$ cat src/rtl/pols_defines.svh
// Register offsets, field masks, reset values and bus codes of the pin output latch.
`ifndef POLS_DEFINES_SVH
`define POLS_DEFINES_SVH

`define POLS_ADDR_W          8
`define POLS_ADDR_FUNC       8'h10
`define POLS_ADDR_DIR        8'h14
`define POLS_ADDR_VALUE      8'h18
`define POLS_ADDR_LEVEL      8'h1c
`define POLS_ADDR_SET        8'h20
`define POLS_ADDR_CLR        8'h24

`define POLS_RSVD_MASK       32'h01ff0000
`define POLS_RESET_WORD      32'h00000000
`define POLS_ZERO_WORD       32'h00000000

`define POLS_HTRANS_NONSEQ   2'h2
`define POLS_HSIZE_WORD      3'h2
`define POLS_HRESP_OKAY      1'h0
`define POLS_HREADY_ALWAYS   1'h1

`endif

$ cat src/rtl/pols_pkg.sv
// Types shared by the pin output latch files.
`default_nettype none

package pols_pkg;

   // Pin order of every 32-bit pin word, most significant field first.
   typedef struct packed {
      logic        rxFrameSync;
      logic        rxHighClock;
      logic        rxBitClock;
      logic        txFrameSync;
      logic        txHighClock;
      logic        txBitClock;
      logic        mute;
      logic [8:0]  reserved;
      logic [15:0] serialData;
   } pols_pins_s;

   // Address phase held over into the data phase of an AHB-Lite transfer.
   typedef struct packed {
      logic       valid;
      logic       write;
      logic [7:0] addr;
   } pols_addr_phase_s;

   // Mode bits of one pin: general-purpose use and output direction.
   typedef struct packed {
      logic gpio;
      logic drive;
   } pols_pin_mode_s;

endpackage

`default_nettype wire

$ cat src/rtl/pols_pin_sync.sv
// Two-stage synchroniser for the live pin levels.
`timescale 1ns/1ps
`default_nettype none
`include "pols_defines.svh"

module pols_pin_sync
   import pols_pkg::*;
(
   input  wire logic        mclk,
   input  wire logic        reset_n,
   input  wire logic [31:0] pinIn,
   output var  logic [31:0] pinLevel
);

   logic [31:0] firstStage;

   // The first stage feeds only the second, so a metastable level never spreads.
   always_ff @(posedge mclk)
   begin
      if (!reset_n)
      begin
         firstStage <= `POLS_ZERO_WORD;
         pinLevel   <= `POLS_ZERO_WORD;
      end
      else
      begin
         firstStage <= pinIn;
         pinLevel   <= firstStage;
      end
   end

endmodule // pols_pin_sync

`default_nettype wire

$ cat src/rtl/pols_gpio_latch.sv
// Pin output latch with set and clear aliases, pin controls and AHB-Lite slave.
`timescale 1ns/1ps
`default_nettype none
`include "pols_defines.svh"

// What this block does
// The output value register always holds its data and reads back.
// Writing direction or function select leaves the output value unchanged.
// A pin is driven only when function select and direction are both one.
// Direct address reads stored bits, not pin levels; writes load storage.
// Set alias write forces ones where written bits are one.
// Clear alias write forces zeros where written bits are one.
// Direct, set and clear addresses share one set of 32 bits.
// Reserved bits 24 to 16 read zero and ignore writes.
// Software writes only zeros into reserved and unimplemented bits.
// Bits map to data pins, mute, then transmit and receive clocks and syncs.
// An enabled pin drives low for a stored zero, high for a one.
// Reset clears the whole output storage to zero.
module pols_gpio_latch
   import pols_pkg::*;
(
   input  wire logic        mclk,
   input  wire logic        reset_n,
   input  wire logic        hsel,
   input  wire logic [31:0] haddr,
   input  wire logic [1:0]  htrans,
   input  wire logic        hwrite,
   input  wire logic [2:0]  hsize,
   input  wire logic [31:0] hwdata,
   input  wire logic        hready,
   output var  logic        hreadyout,
   output var  logic        hresp,
   output var  logic [31:0] hrdata,
   input  wire logic [31:0] pinIn,
   output var  logic [31:0] pinOut,
   output var  logic [31:0] pinOe
);

   pols_addr_phase_s addrPhase;
   pols_pins_s       outValue;
   pols_pins_s       next_outValue;
   logic [31:0]      funcSel;
   logic [31:0]      next_funcSel;
   logic [31:0]      dirSel;
   logic [31:0]      next_dirSel;
   logic [31:0]      pinLevel;
   logic [31:0]      wrData;
   logic [31:0]      rdWord;
   logic             accept;
   logic             wrEn;

   // Zero wait states, so the slave is always ready and always answers OKAY.
   assign hreadyout = `POLS_HREADY_ALWAYS;
   assign hresp     = `POLS_HRESP_OKAY;

   // Only single word transfers are taken; other sizes pass as idle.
   assign accept = hsel && hready && (htrans == `POLS_HTRANS_NONSEQ)
                   && (hsize == `POLS_HSIZE_WORD);

   assign wrEn   = addrPhase.valid && addrPhase.write;

   // Reserved lanes are stripped on the way in, so stray ones never land.
   assign wrData = hwdata & ~`POLS_RSVD_MASK;

   pols_pin_sync u_pin_sync
   (
      .mclk     (mclk),
      .reset_n  (reset_n),
      .pinIn    (pinIn),
      .pinLevel (pinLevel)
   );

   always_ff @(posedge mclk)
   begin
      if (!reset_n)
      begin
         addrPhase <= '0;
      end
      else if (hready)
      begin
         addrPhase.valid <= accept;
         addrPhase.write <= hwrite;
         addrPhase.addr  <= haddr[`POLS_ADDR_W-1:0];
      end
   end

   // One store serves all three addresses; they differ only in the write merge.
   always_comb
   begin
      next_outValue = outValue;
      if (wrEn)
      begin
         if (addrPhase.addr == `POLS_ADDR_VALUE)
         begin
            next_outValue = pols_pins_s'(wrData);
         end
         else if (addrPhase.addr == `POLS_ADDR_SET)
         begin
            next_outValue = pols_pins_s'(outValue | wrData);
         end
         else if (addrPhase.addr == `POLS_ADDR_CLR)
         begin
            next_outValue = pols_pins_s'(outValue & ~wrData);
         end
         else
         begin
            next_outValue = outValue;
         end
      end
   end

   always_comb
   begin
      next_funcSel = funcSel;
      next_dirSel  = dirSel;
      if (wrEn)
      begin
         if (addrPhase.addr == `POLS_ADDR_FUNC)
         begin
            next_funcSel = wrData;
         end
         else if (addrPhase.addr == `POLS_ADDR_DIR)
         begin
            next_dirSel = wrData;
         end
      end
   end

   // The output store keeps its value until a write to one of its addresses.
   always_ff @(posedge mclk)
   begin
      if (!reset_n)
      begin
         outValue <= pols_pins_s'(`POLS_RESET_WORD);
      end
      else
      begin
         outValue <= next_outValue;
      end
   end

   always_ff @(posedge mclk)
   begin
      if (!reset_n)
      begin
         funcSel <= `POLS_RESET_WORD;
         dirSel  <= `POLS_RESET_WORD;
      end
      else
      begin
         funcSel <= next_funcSel;
         dirSel  <= next_dirSel;
      end
   end

   // Reads decode against next values, so a write just before a read is seen.
   always_comb
   begin
      rdWord = `POLS_ZERO_WORD;
      if (haddr[`POLS_ADDR_W-1:0] == `POLS_ADDR_VALUE)
      begin
         rdWord = next_outValue;
      end
      else if (haddr[`POLS_ADDR_W-1:0] == `POLS_ADDR_SET)
      begin
         rdWord = next_outValue;
      end
      else if (haddr[`POLS_ADDR_W-1:0] == `POLS_ADDR_CLR)
      begin
         rdWord = next_outValue;
      end
      else if (haddr[`POLS_ADDR_W-1:0] == `POLS_ADDR_FUNC)
      begin
         rdWord = next_funcSel;
      end
      else if (haddr[`POLS_ADDR_W-1:0] == `POLS_ADDR_DIR)
      begin
         rdWord = next_dirSel;
      end
      else if (haddr[`POLS_ADDR_W-1:0] == `POLS_ADDR_LEVEL)
      begin
         rdWord = pinLevel & ~`POLS_RSVD_MASK;
      end
      else
      begin
         rdWord = `POLS_ZERO_WORD;
      end
   end

   always_ff @(posedge mclk)
   begin
      if (!reset_n)
      begin
         hrdata <= `POLS_ZERO_WORD;
      end
      else if (accept && !hwrite)
      begin
         hrdata <= rdWord & ~`POLS_RSVD_MASK;
      end
   end

   // Pin drive: the data flop goes straight out, the enable picks the owner.
   // The field order of the pin word fixes which pin each bit reaches.
   genvar gi;
   generate
      for (gi = 0; gi < 32; gi = gi + 1)
      begin : g_pin
         pols_pin_mode_s mode;
         assign mode.gpio  = funcSel[gi];
         assign mode.drive = dirSel[gi];
         assign pinOut[gi] = outValue[gi];
         assign pinOe[gi]  = mode.gpio && mode.drive;

         // Pin checks start from bus data, so a wrong merge or a swapped bit shows here.
         a_pin_level: assert property (
            @(posedge mclk) disable iff (!reset_n)
            ($past(wrEn && (addrPhase.addr == `POLS_ADDR_SET) && hwdata[gi]) && pinOe[gi])
            |-> pinOut[gi]
         ) else $error("Enabled pin not high after its bit was set.");

         a_pin_low: assert property (
            @(posedge mclk) disable iff (!reset_n)
            ($past(wrEn && (addrPhase.addr == `POLS_ADDR_CLR) && hwdata[gi]) && pinOe[gi])
            |-> !pinOut[gi]
         ) else $error("Enabled pin not low after its bit was cleared.");
      end
   endgenerate

   a_pin_enable: assert property (
      @(posedge mclk) disable iff (!reset_n)
      (wrEn && (addrPhase.addr == `POLS_ADDR_DIR))
      |=> (pinOe == ($past(funcSel) & $past(hwdata) & ~`POLS_RSVD_MASK))
   ) else $error("Pin enable does not follow a direction write.");

   a_func_write: assert property (
      @(posedge mclk) disable iff (!reset_n)
      (wrEn && (addrPhase.addr == `POLS_ADDR_FUNC))
      |=> (pinOe == ($past(hwdata) & $past(dirSel) & ~`POLS_RSVD_MASK))
   ) else $error("Pin enable does not follow a function select write.");

   a_idle_pins: assert property (
      @(posedge mclk) disable iff (!reset_n)
      !(wrEn && ((addrPhase.addr == `POLS_ADDR_FUNC)
                 || (addrPhase.addr == `POLS_ADDR_DIR)))
      |=> $stable(pinOe)
   ) else $error("Pin enable changed without a control write.");

   a_value_read: assert property (
      @(posedge mclk) disable iff (!reset_n)
      (addrPhase.valid && !addrPhase.write
       && (addrPhase.addr == `POLS_ADDR_VALUE))
      |-> (hrdata == outValue)
   ) else $error("Direct read did not return the stored bits.");

   a_ctl_keep: assert property (
      @(posedge mclk) disable iff (!reset_n)
      (wrEn && ((addrPhase.addr == `POLS_ADDR_FUNC)
                || (addrPhase.addr == `POLS_ADDR_DIR)))
      |=> (outValue == $past(outValue))
   ) else $error("Control write disturbed the output store.");

   a_direct_write: assert property (
      @(posedge mclk) disable iff (!reset_n)
      (wrEn && (addrPhase.addr == `POLS_ADDR_VALUE))
      |=> (outValue == ($past(hwdata) & ~`POLS_RSVD_MASK))
   ) else $error("Direct write did not load the store.");

   a_set_write: assert property (
      @(posedge mclk) disable iff (!reset_n)
      (wrEn && (addrPhase.addr == `POLS_ADDR_SET))
      |=> (outValue == ($past(outValue)
                        | ($past(hwdata) & ~`POLS_RSVD_MASK)))
   ) else $error("Set alias write merged wrongly.");

   a_clear_write: assert property (
      @(posedge mclk) disable iff (!reset_n)
      (wrEn && (addrPhase.addr == `POLS_ADDR_CLR))
      |=> (outValue == ($past(outValue) & ~$past(hwdata)))
   ) else $error("Clear alias write merged wrongly.");

   a_alias_shared: assert property (
      @(posedge mclk) disable iff (!reset_n)
      (accept && !hwrite && (haddr[`POLS_ADDR_W-1:0] == `POLS_ADDR_SET))
      ##1 (addrPhase.valid && !wrEn)
      |-> (hrdata == outValue)
   ) else $error("Set alias read differs from the direct store.");

   a_rsvd_zero: assert property (
      @(posedge mclk) disable iff (!reset_n)
      ((outValue & `POLS_RSVD_MASK) == `POLS_ZERO_WORD)
      && ((hrdata & `POLS_RSVD_MASK) == `POLS_ZERO_WORD)
   ) else $error("Reserved bits became nonzero.");

   a_reset_clear: assert property (
      @(posedge mclk) disable iff (!reset_n)
      $rose(reset_n) |-> (outValue == `POLS_RESET_WORD) && (pinOe == `POLS_ZERO_WORD)
   ) else $error("Output store not clear after reset.");

   a_idle_hold: assert property (
      @(posedge mclk) disable iff (!reset_n)
      (!addrPhase.valid && !accept)
      |=> (outValue == $past(outValue))
   ) else $error("Output store changed without a write.");

   // Byte and halfword writes are dropped silently; software sees no error for them.
   a_size_refused: assert property (
      @(posedge mclk) disable iff (!reset_n)
      (hsel && hready && (htrans == `POLS_HTRANS_NONSEQ) && (hsize != `POLS_HSIZE_WORD))
      |=> ##1 (outValue == $past(outValue))
   ) else $error("A refused transfer size changed the output store.");

   a_read_hold: assert property (
      @(posedge mclk) disable iff (!reset_n)
      !(accept && !hwrite) |=> $stable(hrdata)
   ) else $error("Read data changed without a read.");

   a_clear_read: assert property (
      @(posedge mclk) disable iff (!reset_n)
      (addrPhase.valid && !addrPhase.write
       && (addrPhase.addr == `POLS_ADDR_CLR))
      |-> (hrdata == outValue)
   ) else $error("Clear alias read differs from the direct store.");

   a_set_keep: assert property (
      @(posedge mclk) disable iff (!reset_n)
      (wrEn && (addrPhase.addr == `POLS_ADDR_SET))
      |=> (((outValue ^ $past(outValue)) & ~$past(hwdata)) == `POLS_ZERO_WORD)
   ) else $error("Set alias write changed a bit written as zero.");

   a_clear_keep: assert property (
      @(posedge mclk) disable iff (!reset_n)
      (wrEn && (addrPhase.addr == `POLS_ADDR_CLR))
      |=> (((outValue ^ $past(outValue)) & ~$past(hwdata)) == `POLS_ZERO_WORD)
   ) else $error("Clear alias write changed a bit written as zero.");

   // This one runs through reset on purpose, so it has no disable condition.
   a_reset_store: assert property (
      @(posedge mclk)
      !reset_n |=> (outValue == `POLS_RESET_WORD) && (hrdata == `POLS_ZERO_WORD)
                   && (pinOe == `POLS_ZERO_WORD)
   ) else $error("Reset did not clear the store, read data and pin enables.");

endmodule // pols_gpio_latch

`default_nettype wire

$ cat config.mk
export PLATFORM = sky130hd
export DESIGN_NAME = pols_gpio_latch
export DESIGN_NICKNAME = d
export VERILOG_FILES = /design/src/rtl/pols_pkg.sv /design/src/rtl/pols_pin_sync.sv /design/src/rtl/pols_gpio_latch.sv
export VERILOG_INCLUDE_DIRS = /design/src /design/src/rtl
export SDC_FILE = /design/constraint.sdc
export NUM_CORES = 1
export LEC_CHECK = 0
export BUFFER_PORTS_ARGS = -buffer_cell sky130_fd_sc_hd__buf_2
export CAP_MARGIN = 20
export CORE_MARGIN = 4
export CORE_UTILIZATION = 48
export CTS_CLUSTER_DIAMETER = 120
export CTS_CLUSTER_SIZE = 8
export DETAILED_ROUTE_END_ITERATION = 8
export PLACE_DENSITY = 0.73
export REMOVE_ABC_BUFFERS = 1
export SLEW_MARGIN = 20
export SYNTH_ARGS = -nofsm -noshare
export SYNTH_HDL_FRONTEND = slang
export SYNTH_HIERARCHICAL = 1
export SYNTH_SLANG_ARGS = --single-unit
$ cat constraint.sdc
create_clock -name mclk -period 3.2 [get_ports mclk]
set_input_delay 0.48 -clock mclk [delete_from_list [all_inputs] [get_ports mclk]]
set_output_delay 0.48 -clock mclk [all_outputs]
set_load 0.1 [all_outputs]
After elaboration in Yosys (flattened, before gate mapping)

Index checks and enable logic that the tools add are counted.

Equality and inequality tests: 13
Mux-type cells: 15
Bitwise gates (word level): 3
Reductions and logical operators: 38

Operators with widths:

| operator                                             | number |
|---|---|
| two-way mux 32 bit                                   | 15 |
| equality test 8 x 5 -> 1 bit (second input constant) | 7 |
| logical AND 1 bit                                    | 37 |
| AND 32 bit                                           | 1 |
| equality test 8 x 6 -> 1 bit (second input constant) | 4 |
| NOT 32 bit                                           | 1 |
| bitwise OR 32 bit                                    | 1 |
| equality test 3 x 2 -> 1 bit (second input constant) | 1 |
| equality test 2 bit (second input constant)          | 1 |
| zero test 1 bit                                      | 1 |

Register bits after elaboration: 193
Input port bits: 106
Output and inout bits: 98
Word-level logic and storage cells: 86

Depth between registers and ports, before layout

Depth in word-level cells: 9
Depth in mapped cells: 8
Gate-level depth less buffers: 6

Modules after synthesis

Netlist, hierarchy kept.

By module, submodules not included:

| module          | instances | cells each | area an instance (µm²) | sequential area each (µm²) |
|---|---|---|---|---|
| pols_gpio_latch | 1         | 763        | 6,284.8                | 2,582.5 |
| pols_pin_sync   | 1         | 134        | 1,791.7                | 1,281.2 |

Worst setup path before layout

Ideal clock, no wire load.

Path kind: in2reg
Start: input port haddr[0]
End: register hrdata[5]
Setup time: 58 ps
Arrival time: 2,309 ps
Data required time: 3,142 ps
Slack: 833 ps
Stages on the path: 8
Path buffers: 2
Cell sequence: or4_1 buf_2 or4_4 nor2_4 buf_6 a211oi_2 a22oi_1 o21a_1

Word-level cells in the longest chain between the ends: 7
Elaborated cells between the ends (all ways): 12
Classes of those cells: eq/ne: 6; mux: 6

Ends and longest elaborated chain:

| element                                | line                   | text |
|---|---|---|
| start: declaration                     | pols_gpio_latch.sv:25  | `input wire logic [31:0] haddr,` |
| equality test 8 x 5 -> 1 bit (no line) | -                      |  |
| two-way mux 32 bit                     | pols_gpio_latch.sv:180 | `` else if (haddr[`POLS_ADDR_W-1:0] == `POLS_ADDR_LEVEL) `` |
| two-way mux 32 bit                     | pols_gpio_latch.sv:176 | `` else if (haddr[`POLS_ADDR_W-1:0] == `POLS_ADDR_DIR) `` |
| two-way mux 32 bit                     | pols_gpio_latch.sv:172 | `` else if (haddr[`POLS_ADDR_W-1:0] == `POLS_ADDR_FUNC) `` |
| two-way mux 32 bit                     | pols_gpio_latch.sv:168 | `` else if (haddr[`POLS_ADDR_W-1:0] == `POLS_ADDR_CLR) `` |
| two-way mux 32 bit                     | pols_gpio_latch.sv:164 | `` else if (haddr[`POLS_ADDR_W-1:0] == `POLS_ADDR_SET) `` |
| two-way mux 32 bit (*)                 | pols_gpio_latch.sv:160 | `` if (haddr[`POLS_ADDR_W-1:0] == `POLS_ADDR_VALUE) `` |
| end signal: assignment                 | pols_gpio_latch.sv:194 | `` hrdata <= `POLS_ZERO_WORD; `` |
| end signal: assignment                 | pols_gpio_latch.sv:198 | `` hrdata <= rdWord & ~`POLS_RSVD_MASK; `` |
| end: declaration                       | pols_gpio_latch.sv:33  | `output var logic [31:0] hrdata,` |

Every way passes the cells marked *; elsewhere a longest branch is shown, timed or not.
A chain may end at the register's enable or synchronous reset.

Final worst setup path

Start: register addrPhase[6] in the netlist's numbering
End: register hrdata[2]

Word-level cells in the longest chain between the ends: 9
Elaborated cells between the ends (all ways): 19
Classes of those cells: eq/ne: 5; mux: 14

Ends and longest elaborated chain:

| element                                | line                   | text |
|---|---|---|
| start: declaration                     | pols_gpio_latch.sv:39  | `pols_addr_phase_s addrPhase;` |
| equality test 8 x 5 -> 1 bit (no line) | -                      |  |
| two-way mux 32 bit                     | pols_gpio_latch.sv:122 | `` else if (addrPhase.addr == `POLS_ADDR_DIR) `` |
| two-way mux 32 bit                     | pols_gpio_latch.sv:118 | `` if (addrPhase.addr == `POLS_ADDR_FUNC) `` |
| two-way mux 32 bit                     | pols_gpio_latch.sv:116 | `if (wrEn)` |
| two-way mux 32 bit                     | pols_gpio_latch.sv:176 |  |
| two-way mux 32 bit                     | pols_gpio_latch.sv:172 |  |
| two-way mux 32 bit                     | pols_gpio_latch.sv:168 |  |
| two-way mux 32 bit                     | pols_gpio_latch.sv:164 |  |
| two-way mux 32 bit (*)                 | pols_gpio_latch.sv:160 |  |

Marked as above.

==> impl_metrics.env <==
export IMPL_hold_class="input port to flip-flop"
export IMPL_h_tree_depth=4
export IMPL_hold_path_end="u_pin_sync/firstStage[14]"
export IMPL_multiInputGateArea_sq_um=3694
export IMPL_drc=0
export IMPL_grt_total_usage=0.2247
export IMPL_crit_type="flip-flop to flip-flop"
export IMPL_fin_crit_sh=0.7839
export IMPL_drive_gt1_frac=0.2745
export IMPL_pre_cts_ws_ns=0.3591
export IMPL_r2r_slack_ns=0.69
export IMPL_cp_start_kind="flip-flop"
export IMPL_portBuffers=150
export IMPL_cp_slowest_cell="or3b_2"
export IMPL_wl_per_cell_um=16.90
export IMPL_syn_area_per_cell_sq_um=8.805
export IMPL_hold_viol_final=0
export IMPL_p_seq_frac=0.488
export IMPL_num_vias=6637
export IMPL_placed_cell_area_sq_um=8494
export IMPL_hold_slack_ns=0.2674
export IMPL_rsz0062_at_grt="false"
export IMPL_antenna_found_initial=3
export IMPL_ant_nets=0
export IMPL_drt_initial_drc_count=623
export IMPL_fillers=1392
export IMPL_cts_setup_buffers=0
export IMPL_coreArea_sq_um=15310
export IMPL_numCtsBuffers=17
export IMPL_ctsHoldBuffers=0
export IMPL_regToRegStartpoint="addrPhase[6]"
export IMPL_comb_power_share=0.060
export IMPL_intPower_mw=3.456
export IMPL_gp_congestion=0.8428
export IMPL_finalMaxSlewViolations=0
export IMPL_syn_inst=861
export IMPL_cts_tree="done"
export IMPL_fp_dieW_um=133.7
export IMPL_ys_warn_count=6
export IMPL_p_sw_frac=0.2407
export IMPL_fmax_ghz=0.3987
export IMPL_final_seq_area_sq_um=3503
export IMPL_netSwitchingPower_mw=1.096
export IMPL_slowest_delay_ns=0.58
export IMPL_cts_repair_resized=0
export IMPL_critPathArrivalTime_ns=2.83
export IMPL_cts_sinks=175
export IMPL_grt_ovfl_total=0
export IMPL_fin_nets=1091
export IMPL_reg2reg_to="hrdata[2]"
export IMPL_area_growth_pct=19.85
export IMPL_power_frac_clock=0.452
export IMPL_slew_headroom=0.4040
export IMPL_boundaryPins=204
export IMPL_fin_ws_ns=0.6916
export IMPL_grt_pass1_wl_mm=32.15
export IMPL_fin_area_sq_um=9086
export IMPL_fin_setup_tns_ns=0
export IMPL_whs_path_depth=2
export IMPL_p_total_mw=4.552
export IMPL_fin_crit_ns=2.508
export IMPL_rr_worst_depth=7
export IMPL_insertion_delay_ns=0.43
export IMPL_status="finished, final reports clean"
export IMPL_skew_ns=0.009339
export IMPL_dieArea_sq_um=17870
export IMPL_powerDensity_nw_per_um2=501.0
export IMPL_start_util=0.4950
export IMPL_dr_pass1_iters=5
export IMPL_dieHeight_um=133.7
export IMPL_crit_path_max_fanout=31
export IMPL_path_clk_slew_ns=0.07
export IMPL_startpoint="addrPhase[6]"
export IMPL_wl_met2_mm=9.597
export IMPL_rows=45
export IMPL_cap_viol_max_count=0
export IMPL_min_from="pinIn[14]"
export IMPL_tightest_slew_ns=0.8940
export IMPL_post_drt_via_cell_ratio=5.481
export IMPL_synth_area_sq_um=7581
export IMPL_clk_path_buf_depth=2
export IMPL_crit_chain="nand4bb_1 > or3b_2 > buf_4 > a32o_1 > a211oi_1 > nor2_1 > o21a_1"
export IMPL_cts_root_buffer="clkbuf_16"
export IMPL_finalSetupViolCount=0
export IMPL_cp_end_kind="flip-flop"
export IMPL_grt_max_degree=80
export IMPL_power_leakage_nw=3.764
export IMPL_required_ns=3.52
export IMPL_grt_pass1_vias=6145
export IMPL_hpwlAfterDp_mm=13.41
export IMPL_irDropWorstVdd_v=0.0005384
export IMPL_drt_met1_wl_mm=8.965
export IMPL_maxUsedRoutingLayer="met5"
export IMPL_routed_wirelength_mm=20.46
export IMPL_dr_wl_met3_mm=1.542
-- power by group through the flow --
stage | clock [mW] | sequential [mW] | combinational [mW]
6_report | 2.06 | 2.22 | 0.271
5_1_grt | 2.20 | 2.22 | 0.292
4_1_cts | 2.10 | 2.22 | 0.270
3_5_place_dp | 0 | 2.27 | 0.269
3_3_place_gp | 0 | 2.27 | 0.266
2_1_floorplan | 0 | 2.27 | 0.148
-- worst max-delay path by stage --
stage	to	cells past startpoint
floorplan	hrdata[30]	6
global placement	hrdata[30]	7
detailed placement	hrdata[30]	7
CTS	hrdata[2]	7
global route	hrdata[5]	7
finish	hrdata[2]	7
-- cells in the final DEF (no fill, tap or decap), types with 19 or more instances in the layout --
| cell type | instances |
|---|---|
| buf_2 | 150 |
| nor2_1 | 66 |
| mux2i_1 | 19 |
| dfxtp_1 | 175 |
| a21oi_1 | 52 |
| and2_1 | 34 |
| o21ai_0 | 24 |
| o22ai_1 | 23 |
| buf_4 | 22 |
| a32oi_1 | 33 |
| nand2_1 | 109 |
| and3_1 | 38 |
| inv_1 | 25 |
| and2_2 | 46 |
-- metrics by stage --
stage / instances / utilization
4_1_cts: 1209 / 0.5930
5_1_grt: 1211 / 0.5933
6_report: 1211 / 0.5933
3_5_place_dp: 1177 / 0.5547
3_3_place_gp: 1177 / 0.5547
2_1_floorplan: 793 / -
-- layer usage --
metal  up-vias  GRT usage
met5         -          0
met4         2    0.08629
met3        29    0.05438
met2       249     0.3530
met1      3058     0.3000
li1       3299          -
-- area by class of cell --
type | instances | share of cell area
inverters | 26 | 0.01074
clock buffers | 18 | 0.04723
multi-input cells | 592 | 0.4065
repair buffers | 173 | 0.1030
diodes | 2 | 0.0005508
well taps | 211 | 0.02906
flip-flops and latches | 175 | 0.3856
clock inverters | 14 | 0.01735
-- critical path: cells and delay by family (launching register included) --
family	cells	cell delay (ns)
buf+inv	1	0.26
compound gates	3	0.72
flops	1	0.33
simple gates	3	1.09
Power figures use the tool's default switching activity.
